==> src/shared/mdr_pkg.sv <==
// Constants, types and register map of the multiply/divide register block
`default_nettype none
package mdr_pkg;
  // Data widths
  localparam int WORD_W = 32;
  localparam int HALF_W = 16;
  localparam int CTRL_W = 8;
  localparam int ADDR_W = 8;

  typedef logic [ADDR_W-1:0] mdr_addr_type;
  typedef logic [WORD_W-1:0] mdr_word_type;
  typedef logic [HALF_W-1:0] mdr_half_type;
  typedef logic [CTRL_W-1:0] mdr_ctrl_type;
  typedef logic [5:0]        mdr_step_type;
  typedef logic [3:0]        mdr_strb_type;

  // Register byte addresses
  localparam mdr_addr_type OFF_A_LOW  = 8'h00;
  localparam mdr_addr_type OFF_A_HIGH = 8'h04;
  localparam mdr_addr_type OFF_B_LOW  = 8'h08;
  localparam mdr_addr_type OFF_B_HIGH = 8'h0c;
  localparam mdr_addr_type OFF_C_LOW  = 8'h10;
  localparam mdr_addr_type OFF_C_HIGH = 8'h14;
  localparam mdr_addr_type OFF_CTRL   = 8'h18;

  // Reset values
  localparam mdr_half_type HALF_RESET = 16'h0000;
  localparam mdr_ctrl_type CTRL_RESET = 8'h00;
  localparam mdr_word_type WORD_ZERO  = 32'h0000_0000;

  // Control register fields
  localparam int CTRL_MODE_BIT = 7;
  localparam int CTRL_RUN_BIT  = 0;
  localparam mdr_ctrl_type CTRL_DIV_ACTIVE = 8'h81;

  // Byte lanes that make up one full half-word access
  localparam mdr_strb_type LANES_HALF = 4'h3;

  // Divider timing: one quotient bit per cycle
  localparam int DIV_STEPS = 32;
  localparam mdr_step_type LAST_STEP = 6'(DIV_STEPS - 1);

  typedef enum logic [0:0]
  {
    DIV_IDLE = 1'b0,
    DIV_RUN  = 1'b1
  } mdr_div_state_type;
endpackage
`default_nettype wire

==> src/shared/mdr_div_if.sv <==
// Link between the register file and the divide engine
`timescale 1ns/1ps
`default_nettype none
interface mdr_div_if;
  import mdr_pkg::*;
  logic         start;
  mdr_word_type dividend;
  mdr_word_type divisor;
  logic         busy;
  logic         done;
  mdr_word_type quotient;
  mdr_word_type remainder;

  modport ctrl (output start, output dividend, output divisor,
                input busy, input done, input quotient, input remainder);
  modport unit (input start, input dividend, input divisor,
                output busy, output done, output quotient,
                output remainder);
endinterface
`default_nettype wire

==> src/logic/mdr_divider.sv <==
// Restoring divider, one quotient bit per clock
`timescale 1ns/1ps
`default_nettype none
module mdr_divider
(
  input wire logic    clk,
  input wire logic    nrst,
  mdr_div_if.unit     bus
);
  import mdr_pkg::*;

  mdr_div_state_type state;
  mdr_step_type      step_cnt;
  mdr_word_type      quo;
  mdr_word_type      rem;
  mdr_word_type      dvs;
  logic              done;
  logic [WORD_W:0]   shifted;
  logic [WORD_W:0]   trial;
  logic              fits;

  // Trial subtraction of the divisor from the shifted remainder
  always_comb
  begin
    shifted = {rem, quo[WORD_W-1]};
    trial   = shifted - {1'b0, dvs};
    fits    = !trial[WORD_W];
  end

  // Sequencer: load on start, then shift in one quotient bit per cycle
  always_ff @(posedge clk)
  begin
    if (!nrst)
    begin
      state    <= DIV_IDLE;
      step_cnt <= '0;
      quo      <= WORD_ZERO;
      rem      <= WORD_ZERO;
      dvs      <= WORD_ZERO;
      done     <= 1'b0;
    end
    else
    begin
      done <= 1'b0;
      case (state)
        DIV_IDLE:
        begin
          if (bus.start)
          begin
            state    <= DIV_RUN;
            step_cnt <= '0;
            quo      <= bus.dividend; // Latched dividend copy
            rem      <= WORD_ZERO;
            dvs      <= bus.divisor;
          end
        end
        DIV_RUN:
        begin
          quo      <= {quo[WORD_W-2:0], fits};
          rem      <= fits ? trial[WORD_W-1:0] : shifted[WORD_W-1:0];
          step_cnt <= step_cnt + 6'h01;
          if (step_cnt == LAST_STEP)
          begin
            state <= DIV_IDLE;
            done  <= 1'b1;
          end
        end
        default:
        begin
          state <= DIV_IDLE;
        end
      endcase
    end
  end

  assign bus.busy      = (state == DIV_RUN);
  assign bus.done      = done;
  assign bus.quotient  = quo;
  assign bus.remainder = rem;

  div_length_a: assert property (
    @(posedge clk) disable iff (!nrst)
    bus.start && state == DIV_IDLE |-> ##33 done)
    else $error("divide did not finish in 33 cycles");

  div_busy_span_a: assert property (
    @(posedge clk) disable iff (!nrst)
    $rose(bus.busy) |-> bus.busy [*8])
    else $error("divider dropped busy early");
endmodule
`default_nettype wire

==> src/logic/mdr_top.sv <==
// APB register file of the 16-bit multiplier and 32-bit divider with its divide engine
//
// The APB register port and the register addresses were left to the implementer.
`timescale 1ns/1ps
`default_nettype none
module mdr_top
(
  input  wire logic           clk,
  input  wire logic           nrst,
  input  wire logic           psel,
  input  wire logic           penable,
  input  wire logic           pwrite,
  input  wire mdr_pkg::mdr_addr_type paddr,
  input  wire mdr_pkg::mdr_word_type pwdata,
  input  wire mdr_pkg::mdr_strb_type pstrb,
  output var  mdr_pkg::mdr_word_type prdata,
  output logic                pready,
  output logic                pslverr
);
  import mdr_pkg::*;

  mdr_half_type a_low;
  mdr_half_type a_high;
  mdr_half_type b_low;
  mdr_half_type b_high;
  mdr_half_type c_low;
  mdr_half_type c_high;
  logic         divide_select;
  logic         run;
  mdr_ctrl_type ctrl_view;
  logic         setup_phase;
  logic         access_phase;
  logic         addr_ok;
  logic         full_lanes;
  logic         wr_ok;
  logic         start;
  mdr_word_type next_rdata;

  mdr_div_if div_bus ();

  // Divide engine
  mdr_divider u_divider
  (
    .clk  (clk),
    .nrst (nrst),
    .bus  (div_bus)
  );

  // Bus phase decode
  assign setup_phase  = psel && !penable;
  assign access_phase = psel && penable;
  assign full_lanes   = (pstrb & LANES_HALF) == LANES_HALF;

  // Address decode for mapped registers
  always_comb
  begin
    case (paddr)
      OFF_A_LOW, OFF_A_HIGH, OFF_B_LOW, OFF_B_HIGH,
      OFF_C_LOW, OFF_C_HIGH, OFF_CTRL:
        addr_ok = 1'b1;
      default:
        addr_ok = 1'b0;
    endcase
  end

  // Zero wait states; errors for unmapped or partial writes
  assign pready  = 1'b1;
  assign pslverr = access_phase
                   && (!addr_ok || (pwrite && !full_lanes));
  assign wr_ok   = access_phase && pwrite && addr_ok && full_lanes;

  // Control view: bit 7 mode, bit 0 division running
  always_comb
  begin
    ctrl_view = CTRL_RESET;
    ctrl_view[CTRL_MODE_BIT] = divide_select;
    ctrl_view[CTRL_RUN_BIT]  = run;
  end

  // Start a division when software writes mode and run together
  assign start = wr_ok && paddr == OFF_CTRL && !run
                 && pwdata[CTRL_MODE_BIT] && pwdata[CTRL_RUN_BIT];

  assign div_bus.start    = start;
  assign div_bus.dividend = {a_high, a_low};
  assign div_bus.divisor  = {b_high, b_low};

  // Mode select; locked while a division runs
  always_ff @(posedge clk)
  begin
    if (!nrst)
      divide_select <= CTRL_RESET[CTRL_MODE_BIT];
    else if (wr_ok && paddr == OFF_CTRL && !run)
      divide_select <= pwdata[CTRL_MODE_BIT];
  end

  // Running flag; control reads 81H while set
  always_ff @(posedge clk)
  begin
    if (!nrst)
      run <= CTRL_RESET[CTRL_RUN_BIT];
    else if (start)
      run <= 1'b1;
    else if (div_bus.done)
      run <= 1'b0;
  end

  // Operand pair A: software writes, quotient writeback wins
  always_ff @(posedge clk)
  begin
    if (!nrst)
    begin
      a_low  <= HALF_RESET;
      a_high <= HALF_RESET;
    end
    else if (div_bus.done)
    begin
      a_high <= div_bus.quotient[WORD_W-1:HALF_W];
      a_low  <= div_bus.quotient[HALF_W-1:0];
    end
    else if (wr_ok && paddr == OFF_A_LOW)
      a_low <= pwdata[HALF_W-1:0];
    else if (wr_ok && paddr == OFF_A_HIGH)
      a_high <= pwdata[HALF_W-1:0];
  end

  // Divisor pair B
  always_ff @(posedge clk)
  begin
    if (!nrst)
    begin
      b_low  <= HALF_RESET;
      b_high <= HALF_RESET;
    end
    else if (wr_ok && paddr == OFF_B_LOW)
      b_low <= pwdata[HALF_W-1:0];
    else if (wr_ok && paddr == OFF_B_HIGH)
      b_high <= pwdata[HALF_W-1:0];
  end

  // Result pair C: product in multiply mode, remainder after a division
  always_ff @(posedge clk)
  begin
    if (!nrst)
    begin
      c_low  <= HALF_RESET;
      c_high <= HALF_RESET;
    end
    else if (!divide_select && !run)
      {c_high, c_low} <= mdr_word_type'(a_high) * mdr_word_type'(a_low);
    else if (div_bus.done)
      {c_high, c_low} <= div_bus.remainder;
  end

  // Read mux, upper bits read as zero
  always_comb
  begin
    case (paddr)
      OFF_A_LOW:  next_rdata = {{HALF_W{1'b0}}, a_low};
      OFF_A_HIGH: next_rdata = {{HALF_W{1'b0}}, a_high};
      OFF_B_LOW:  next_rdata = {{HALF_W{1'b0}}, b_low};
      OFF_B_HIGH: next_rdata = {{HALF_W{1'b0}}, b_high};
      OFF_C_LOW:  next_rdata = {{HALF_W{1'b0}}, c_low};
      OFF_C_HIGH: next_rdata = {{HALF_W{1'b0}}, c_high};
      OFF_CTRL:   next_rdata = {{(WORD_W-CTRL_W){1'b0}}, ctrl_view};
      default:    next_rdata = WORD_ZERO;
    endcase
  end

  // Read data captured in the setup cycle
  always_ff @(posedge clk)
  begin
    if (!nrst)
      prdata <= WORD_ZERO;
    else if (setup_phase && !pwrite)
      prdata <= next_rdata;
  end

  reset_a_clear_a: assert property (
    @(posedge clk) !nrst |=> a_low == HALF_RESET && a_high == HALF_RESET)
    else $error("A not cleared by reset");

  reset_bc_clear_a: assert property (
    @(posedge clk) !nrst |=> {b_high, b_low, c_high, c_low} == '0)
    else $error("B or C not cleared by reset");

  reset_ctrl_clear_a: assert property (
    @(posedge clk) !nrst |=> ctrl_view == CTRL_RESET)
    else $error("control not cleared by reset");

  quotient_wb_a: assert property (
    @(posedge clk) disable iff (!nrst)
    div_bus.done |=> {a_high, a_low} == $past(div_bus.quotient))
    else $error("quotient not written to A");

  partial_write_a: assert property (
    @(posedge clk) disable iff (!nrst)
    access_phase && pwrite && !full_lanes && !div_bus.done
      |=> $stable(a_low) && $stable(a_high))
    else $error("partial write changed A");

  product_a: assert property (
    @(posedge clk) disable iff (!nrst)
    !divide_select && !run |=>
      {c_high, c_low} == $past(a_high) * $past(a_low))
    else $error("product in C is wrong");

  active_ctrl_a: assert property (
    @(posedge clk) disable iff (!nrst)
    div_bus.busy |-> ctrl_view == CTRL_DIV_ACTIVE)
    else $error("control not 81H during division");

  start_mode_a: assert property (
    @(posedge clk) disable iff (!nrst)
    start |=> divide_select && run ##33 !run)
    else $error("division start or end misplaced");

  read_live_a: assert property (
    @(posedge clk) disable iff (!nrst)
    setup_phase && !pwrite && paddr == OFF_A_LOW
      |=> prdata == {{HALF_W{1'b0}}, $past(a_low)})
    else $error("A low read back wrong");
endmodule
`default_nettype wire

==> config.mk <==
export PLATFORM = sky130hd
export DESIGN_NAME = mdr_top
export DESIGN_NICKNAME = d
export VERILOG_FILES = /design/src/shared/mdr_pkg.sv /design/src/shared/mdr_div_if.sv /design/src/logic/mdr_divider.sv /design/src/logic/mdr_top.sv
export SDC_FILE = /design/constraint.sdc
export NUM_CORES = 1
export LEC_CHECK = 0
export BUFFER_PORTS_ARGS = -buffer_cell sky130_fd_sc_hd__buf_2
export CAP_MARGIN = 20
export CORE_MARGIN = 1
export CORE_UTILIZATION = 48
export CTS_CLUSTER_SIZE = 30
export DETAILED_ROUTE_END_ITERATION = 8
export PLACE_DENSITY = 0.64
export SYNTH_ARGS = -nofsm -noshare
export SYNTH_HDL_FRONTEND = slang
export SYNTH_SLANG_ARGS = --single-unit
==> constraint.sdc <==
create_clock -name clk -period 8 [get_ports clk]
set_input_delay 0.4 -clock clk [delete_from_list [all_inputs] [get_ports clk]]
set_output_delay 0.4 -clock clk [all_outputs]
set_load 0.1 [all_outputs]
* After elaboration in Yosys (flattened, before gate mapping) *
Index checks and enable logic that the tools add are counted.
Widths: inputs -> output; s select.

storage, ports and cells
  register bits = 234
  word-level logic and storage cells = 89
  output and inout bits = 34

operators by class
  bitwise gates (word level) = 2
  $mul = 1
  add/sub/neg operators = 2
  mux-type cells = 24
  reductions and logical operators = 35
  eq/ne operators = 10

operator list
  operator             count
  $mux 16              9
  $pmux 32 s2          2
  $pmux 16 s7          1
  $mux 32              3
  $sub 33x32->33       1
  $mul 16x16->32       1
  $eq 8x5->1 const B   3
  $logic_and 1x1->1    17
  $eq 8x4->1 const B   2
  $pmux 6 s2           1
  $eq 8x3->1 const B   1
  $logic_not 8->1      1
  $reduce_and 2->1     4
  $reduce_bool 2->1    4
  $logic_not 1->1      7
  $reduce_or 7->1      1
  $add 6x1->6 const B  1
  $eq 6x5->1 const B   1
  $mux 1               6
  $mux 6               1
  $eq 2x2->1 const B   1
  $ne 2x1->1 const B   1
  $ne 2x2->1 const B   1
  $not 1->1            2
  other kinds (2)      2

* Longest topological paths before layout *
  depth in word-level cells = 11
  gate-level depth with buffers = 25
  mapped depth without buffers = 23

* Modules after synthesis *
A second synthesis with hierarchy kept.

second synthesis, totals
  cells, all modules = 2470
  area, all modules = 20817.5 um^2

modules (own cells, without submodules)
  module       area an instance (um^2)  cells each  instances  seq. area each (um^2)
  mdr_top      14405.1                  1660        1          2282.2
  mdr_divider  6412.4                   810         1          2082.0

* Least setup slack after synthesis *
Ideal clock, no wire load.

  kind = reg-to-reg
  from = register a_high[9]
  to = register c_high[11]
  data required time = 7.867 ns
  buffers on the path = 2
  data arrival time = 5.817 ns
  cell stages (with the launch flop) = 22
  setup slack = 2.050 ns
  clock period less this slack = 5.950 ns
  cell sequence = dfxtp_1 -> clkbuf_1 -> clkbuf_1 -> nand2_1 -> fa_1 -> inv_1 -> fa_1 -> fa_1 -> fa_1 -> fa_1 -> inv_1 -> fa_1 -> inv_1 -> ha_1 -> a21oi_1 -> nand2_1 -> o21ai_1 -> o21ai_1 -> a221o_1 -> nor2b_1 -> mux2_2 -> o221ai_1

between the ends
  longest elaborated chain between the ends = 2

RTL lines
  what                    line            RTL
  start, declared         mdr_top.sv:23   mdr_half_type a_high;
  start signal, assigned  mdr_top.sv:118  a_high <= div_bus.quotient[WORD_W-1:HALF_W];
  start signal, assigned  mdr_top.sv:124  a_high <= pwdata[HALF_W-1:0];
  $mul 16x16->32          mdr_top.sv:150  {c_high, c_low} <= mdr_word_type'(a_high) * mdr_word_type'(a_low);
  $mux 16                 mdr_top.sv:149  else if (!divide_select && !run)
  end signal, assigned    mdr_top.sv:150
  end signal, assigned    mdr_top.sv:152  {c_high, c_low} <= div_bus.remainder;
  end, declared           mdr_top.sv:27   mdr_half_type c_high;

No other way between the ends.
A chain may end at the register's enable or synchronous reset.

* Final worst setup path *
  from = register a_low[7]
  to = register c_high[12]

between the ends
  longest elaborated chain between the ends = 2

RTL lines
  what                    line            RTL
  start, declared         mdr_top.sv:22   mdr_half_type a_low;
  start signal, assigned  mdr_top.sv:119  a_low <= div_bus.quotient[HALF_W-1:0];
  start signal, assigned  mdr_top.sv:122  a_low <= pwdata[HALF_W-1:0];
  $mul 16x16->32          mdr_top.sv:150
  $mux 16                 mdr_top.sv:149

No other way between the ends.

==> results list <==
- Status: finished, final reports clean
* Area after detailed placement: 20400 sq um
* Fraction of registers with async set or reset after synthesis: 0%
* Register bit total from synthesis: between 200 and 250
* Minimum hold slack: around 0.23 ns
- Summed over all layers, the global routing overflow is 0.
* Cell internal power dissipation: 1810 uW
- Among all flip-flop cells after synthesis, the most frequent one is sky130_fd_sc_hd__dfxtp_1.
* Sequential fraction of design power: a little under half
* DR WL/cell: slightly below 20 um
- The first global-routing pass estimated 90300 um of wire.
* Setup Skew: 0.00937 ns
- Most used cells in the layout excluding fill and tap cells: 319 x sky130_fd_sc_hd__nand2_1, 272 x sky130_fd_sc_hd__inv_1, 226 x sky130_fd_sc_hd__a21oi_1
- The share of the Yosys chip area taken by registers is 21.9%.
- GRT Overall Usage: 27.2%
- Worst supply voltage drop on vdd: about 0.13 mV
- Ranked by total cell area, the synthesized netlist is headed by sky130_fd_sc_hd__dfxtp_1 22%, sky130_fd_sc_hd__fa_1 20%, sky130_fd_sc_hd__ha_1 8.6%.
- The count of final max-slew check failures was 0.
- At the end of the flow, the number of nets in the layout was 2760.
* Starting density of the core: 48.8%
* Row cnt: 74
- The worst setup path is captured at a flop.
* Number of max-cap violations: 0
- Total area of sequential cells: 4370 sq um
- Minimum clock period after layout: 6.97 ns
* Number of top-level pins: 83
- The number of antenna violations at the first check in global routing came to 3.
- Summing every instance area after synthesis gives 20000 sq um.
* Clock tree from TritonCTS: done
- The clock drives 218 sinks.
- No sink is reached through more buffers than the 3 on the longest clock path.
- Setup violations remaining at the end of the flow were counted as 0.
- Total area of multi-input combinational cells: 13900 sq um
* Fill count: 3861
* Number of unique standard cell types used by synthesis: 79
- Maximum number of pins on one net before global-route repair: 98
- Once detail routing completed, the nets flagged for antenna violations numbered 0.
- The die is approximately 210 um tall.
- Via count of the first global-routing pass: 16300
- Setup repair after global routing left no endpoint under its margin.
* Yosys top cell area share: between 20% and 30%
- Clock latency on the worst-skew pair, taken at its later pin, is 0.52 ns.
- The critical path is of the reg2reg type.
* Average cell area after synthesis: 8.21 sq um
- The number of clock buffers added by TritonCTS is 25.
- Number of warning messages in the yosys log: 0
- From left edge to right edge, the die measures 206 um.
- Data arrives at the worst endpoint at 7.37 ns.
- The floorplan step defined a core boundary enclosing 40900 sq um.
- Drt initial violations: 1267
* Number of synthesized flops with an enable pin: 0
* Share of the clock period used by the worst path after layout: 87.2%
- In this run the number of H-tree levels came out at 1.
- The cell sitting at the root of the clock tree is a sky130_fd_sc_hd__clkbuf_16.
- PwrDens: 111 nW/um^2
* Static leakage: 0.00943 uW
- Area growth from synthesis to layout: 6.45%
* Area of the die: between 40000 and 50000 sq um
* Clock slew seen by the registers of the worst setup and hold paths: about 0.060 ns
* Post-route standard cell area excluding fillers: 21300 sq um
- The worst path meets setup with 1.03 ns of slack.
- Routability-driven placement finished with a final weighted congestion of 0.907.
* Detailed Place HPWL: 42900 um
- Crit start category: flop
- For this run, design rule violations remaining after detail routing come to 0.
- Commonest non-fill, non-tap cell in the layout: sky130_fd_sc_hd__nand2_1
- Cells with a size suffix above 1 make up 6.40% of the layout.
* Number of instances in the synthesized netlist: 2434
- Headroom to the max-slew limit came out at 31.0%.
- Final count of hold timing violations: 0
- At the placement stage, the worst setup path has a slack of 1.12 ns.
* Number of buffers inserted by port buffering: 47
- Using the TritonRoute via totals, the vias-per-cell ratio works out to 5.73.
- Net switching power: 557 uW
- # hold bufs at CTS: 0
- Cts repair resizes: 0
- Post-CTS timing repair inserted 0 buffers for setup.
- Share of power burned in combinational logic: 5.1%
* Clock share of power: 48.7%
- For the pin with the worst max-slew slack, the measured transition is 1.04 ns.
- Hold path cells: 3
* Detailed-route via count: 16800
- Post-synthesis cell type with the largest combined area: sky130_fd_sc_hd__dfxtp_1
* Total negative slack for setup checks: 0 ns
- The path class of the tightest hold or removal check is in2reg.
- Worst Path Required: 8.40 ns
- Switching share of total power: 23.5%
* Detailed Routing Iterations Pass 1: 7
* Routed Wire Length: about 57000 um
- Number of cells on the worst reg-to-reg path: 20
- Based on the critical path, the design can be clocked at up to 143 MHz.
- Along the worst path, the maximum fanout reaches 15.
==> final timing paths <==
check	startpoint	end	slack, ns
setup / recovery	a_low[7]	c_high[12]	1.03
hold / removal	pwdata[6]	b_low[6]	0.23
setup reg to reg	a_low[7]	c_high[12]	1.03
hold reg to reg	u_divider.dvs[3]	u_divider.dvs[3]	0.46
==> power groups by stage <==
stage	Sequential, uW	Clock (uW)	Combinational [uW]
after floorplan	1140	0	71.8
after global placement	1120	0	120
after detailed placement	1120	0	120
after CTS	1090	1170	121
after global routing	1090	1210	126
final	1090	1150	122
==> cell usage after synthesis, types with 19 or more instances <==
library cell	n
sky130_fd_sc_hd__nor2_1	205
sky130_fd_sc_hd__mux2i_1	121
sky130_fd_sc_hd__fa_1	195
sky130_fd_sc_hd__ha_1	137
sky130_fd_sc_hd__clkbuf_1	137
sky130_fd_sc_hd__a31oi_1	24
sky130_fd_sc_hd__o21ai_0	76
sky130_fd_sc_hd__inv_1	272
sky130_fd_sc_hd__nand3_1	51
sky130_fd_sc_hd__and2_1	119
sky130_fd_sc_hd__buf_4	19
sky130_fd_sc_hd__nand2_1	319
sky130_fd_sc_hd__xnor2_1	29
sky130_fd_sc_hd__a211oi_1	23
sky130_fd_sc_hd__nor3_1	24
sky130_fd_sc_hd__a21o_1	24
sky130_fd_sc_hd__a21oi_1	226
sky130_fd_sc_hd__dfxtp_1	218
==> per-stage QoR <==
stage / utilization (%) / std cells / total power (uW)
after global placement: 49.9 / 2883 / 1240
after global routing: 51.9 / 2926 / 2430
final: 51.9 / 2926 / 2370
after CTS: 51.9 / 2923 / 2380
after floorplan: - / 2449 / 1210
after detailed placement: 49.9 / 2883 / 1240
==> cell families (layout without fill, tap and decap cells) <==
| family | after synthesis | count (layout) | synth area share [%] |
|---|---|---|---|
| multiplexers | 125 | 125 | 6.35 |
| other | 2 | 19 | 0.0376 |
| adder cells (fa/ha/maj) | 332 | 332 | 28.1 |
| AND/OR/NAND/NOR | 777 | 777 | 17.7 |
| flip-flops | 218 | 218 | 21.9 |
| XOR/XNOR | 45 | 45 | 1.97 |
| AO/OA/AOI/OAI | 482 | 482 | 14.8 |
| buffers and inverters | 453 | 396 | 9.18 |
==> cell type report <==
cell class              count  share of cell area [%]
repair buffers             83                    2.40
clock buffers              34                    3.34
multi-input cells        1778                    65.2
flip-flops and latches    218                    20.6
diodes                      2                  0.0235
well taps                 532                    3.13
inverters                 273                    4.83
clock inverters             6                   0.494
==> layer usage <==
layer  part of all wire, %  global-route usage [%]
met4                   2.5                    7.27
met2                    46                    43.8
met1                    44                    38.6
met5                     0                       0
met3                   7.2                    3.09
==> worst max-delay path, cell delays in order, from the launching register on <==
cell and delay, ns:
sky130_fd_sc_hd__dfxtp_1 0.88, sky130_fd_sc_hd__nand2_1 0.18, sky130_fd_sc_hd__fa_1 0.58, sky130_fd_sc_hd__inv_1 0.06, sky130_fd_sc_hd__fa_1 0.52, sky130_fd_sc_hd__fa_1 0.45
sky130_fd_sc_hd__fa_1 0.55, sky130_fd_sc_hd__fa_1 0.56, sky130_fd_sc_hd__inv_1 0.06, sky130_fd_sc_hd__fa_1 0.53, sky130_fd_sc_hd__inv_1 0.04, sky130_fd_sc_hd__ha_1 0.35
sky130_fd_sc_hd__a21oi_1 0.13, sky130_fd_sc_hd__o21ai_0 0.08, sky130_fd_sc_hd__a21oi_1 0.27, sky130_fd_sc_hd__o22ai_1 0.12, sky130_fd_sc_hd__nor3_1 0.52, sky130_fd_sc_hd__o21ai_0 0.32
sky130_fd_sc_hd__a311o_1 0.39, sky130_fd_sc_hd__xnor2_1 0.14, sky130_fd_sc_hd__o22ai_1 0.10
==> state kept, by name, indices dropped and copies added (netlist names) <==
register,count
u_divider.bus.quotient,32
c_low,16
b_low,16
divide_select,1
b_high,16
u_divider.bus.done,1
u_divider.bus.busy,1
run,1
a_low,16
c_high,16
u_divider.dvs,32
u_divider.bus.remainder,32
prdata,16
u_divider.step_cnt,6
a_high,16
(Power assumes the default switching activity.)
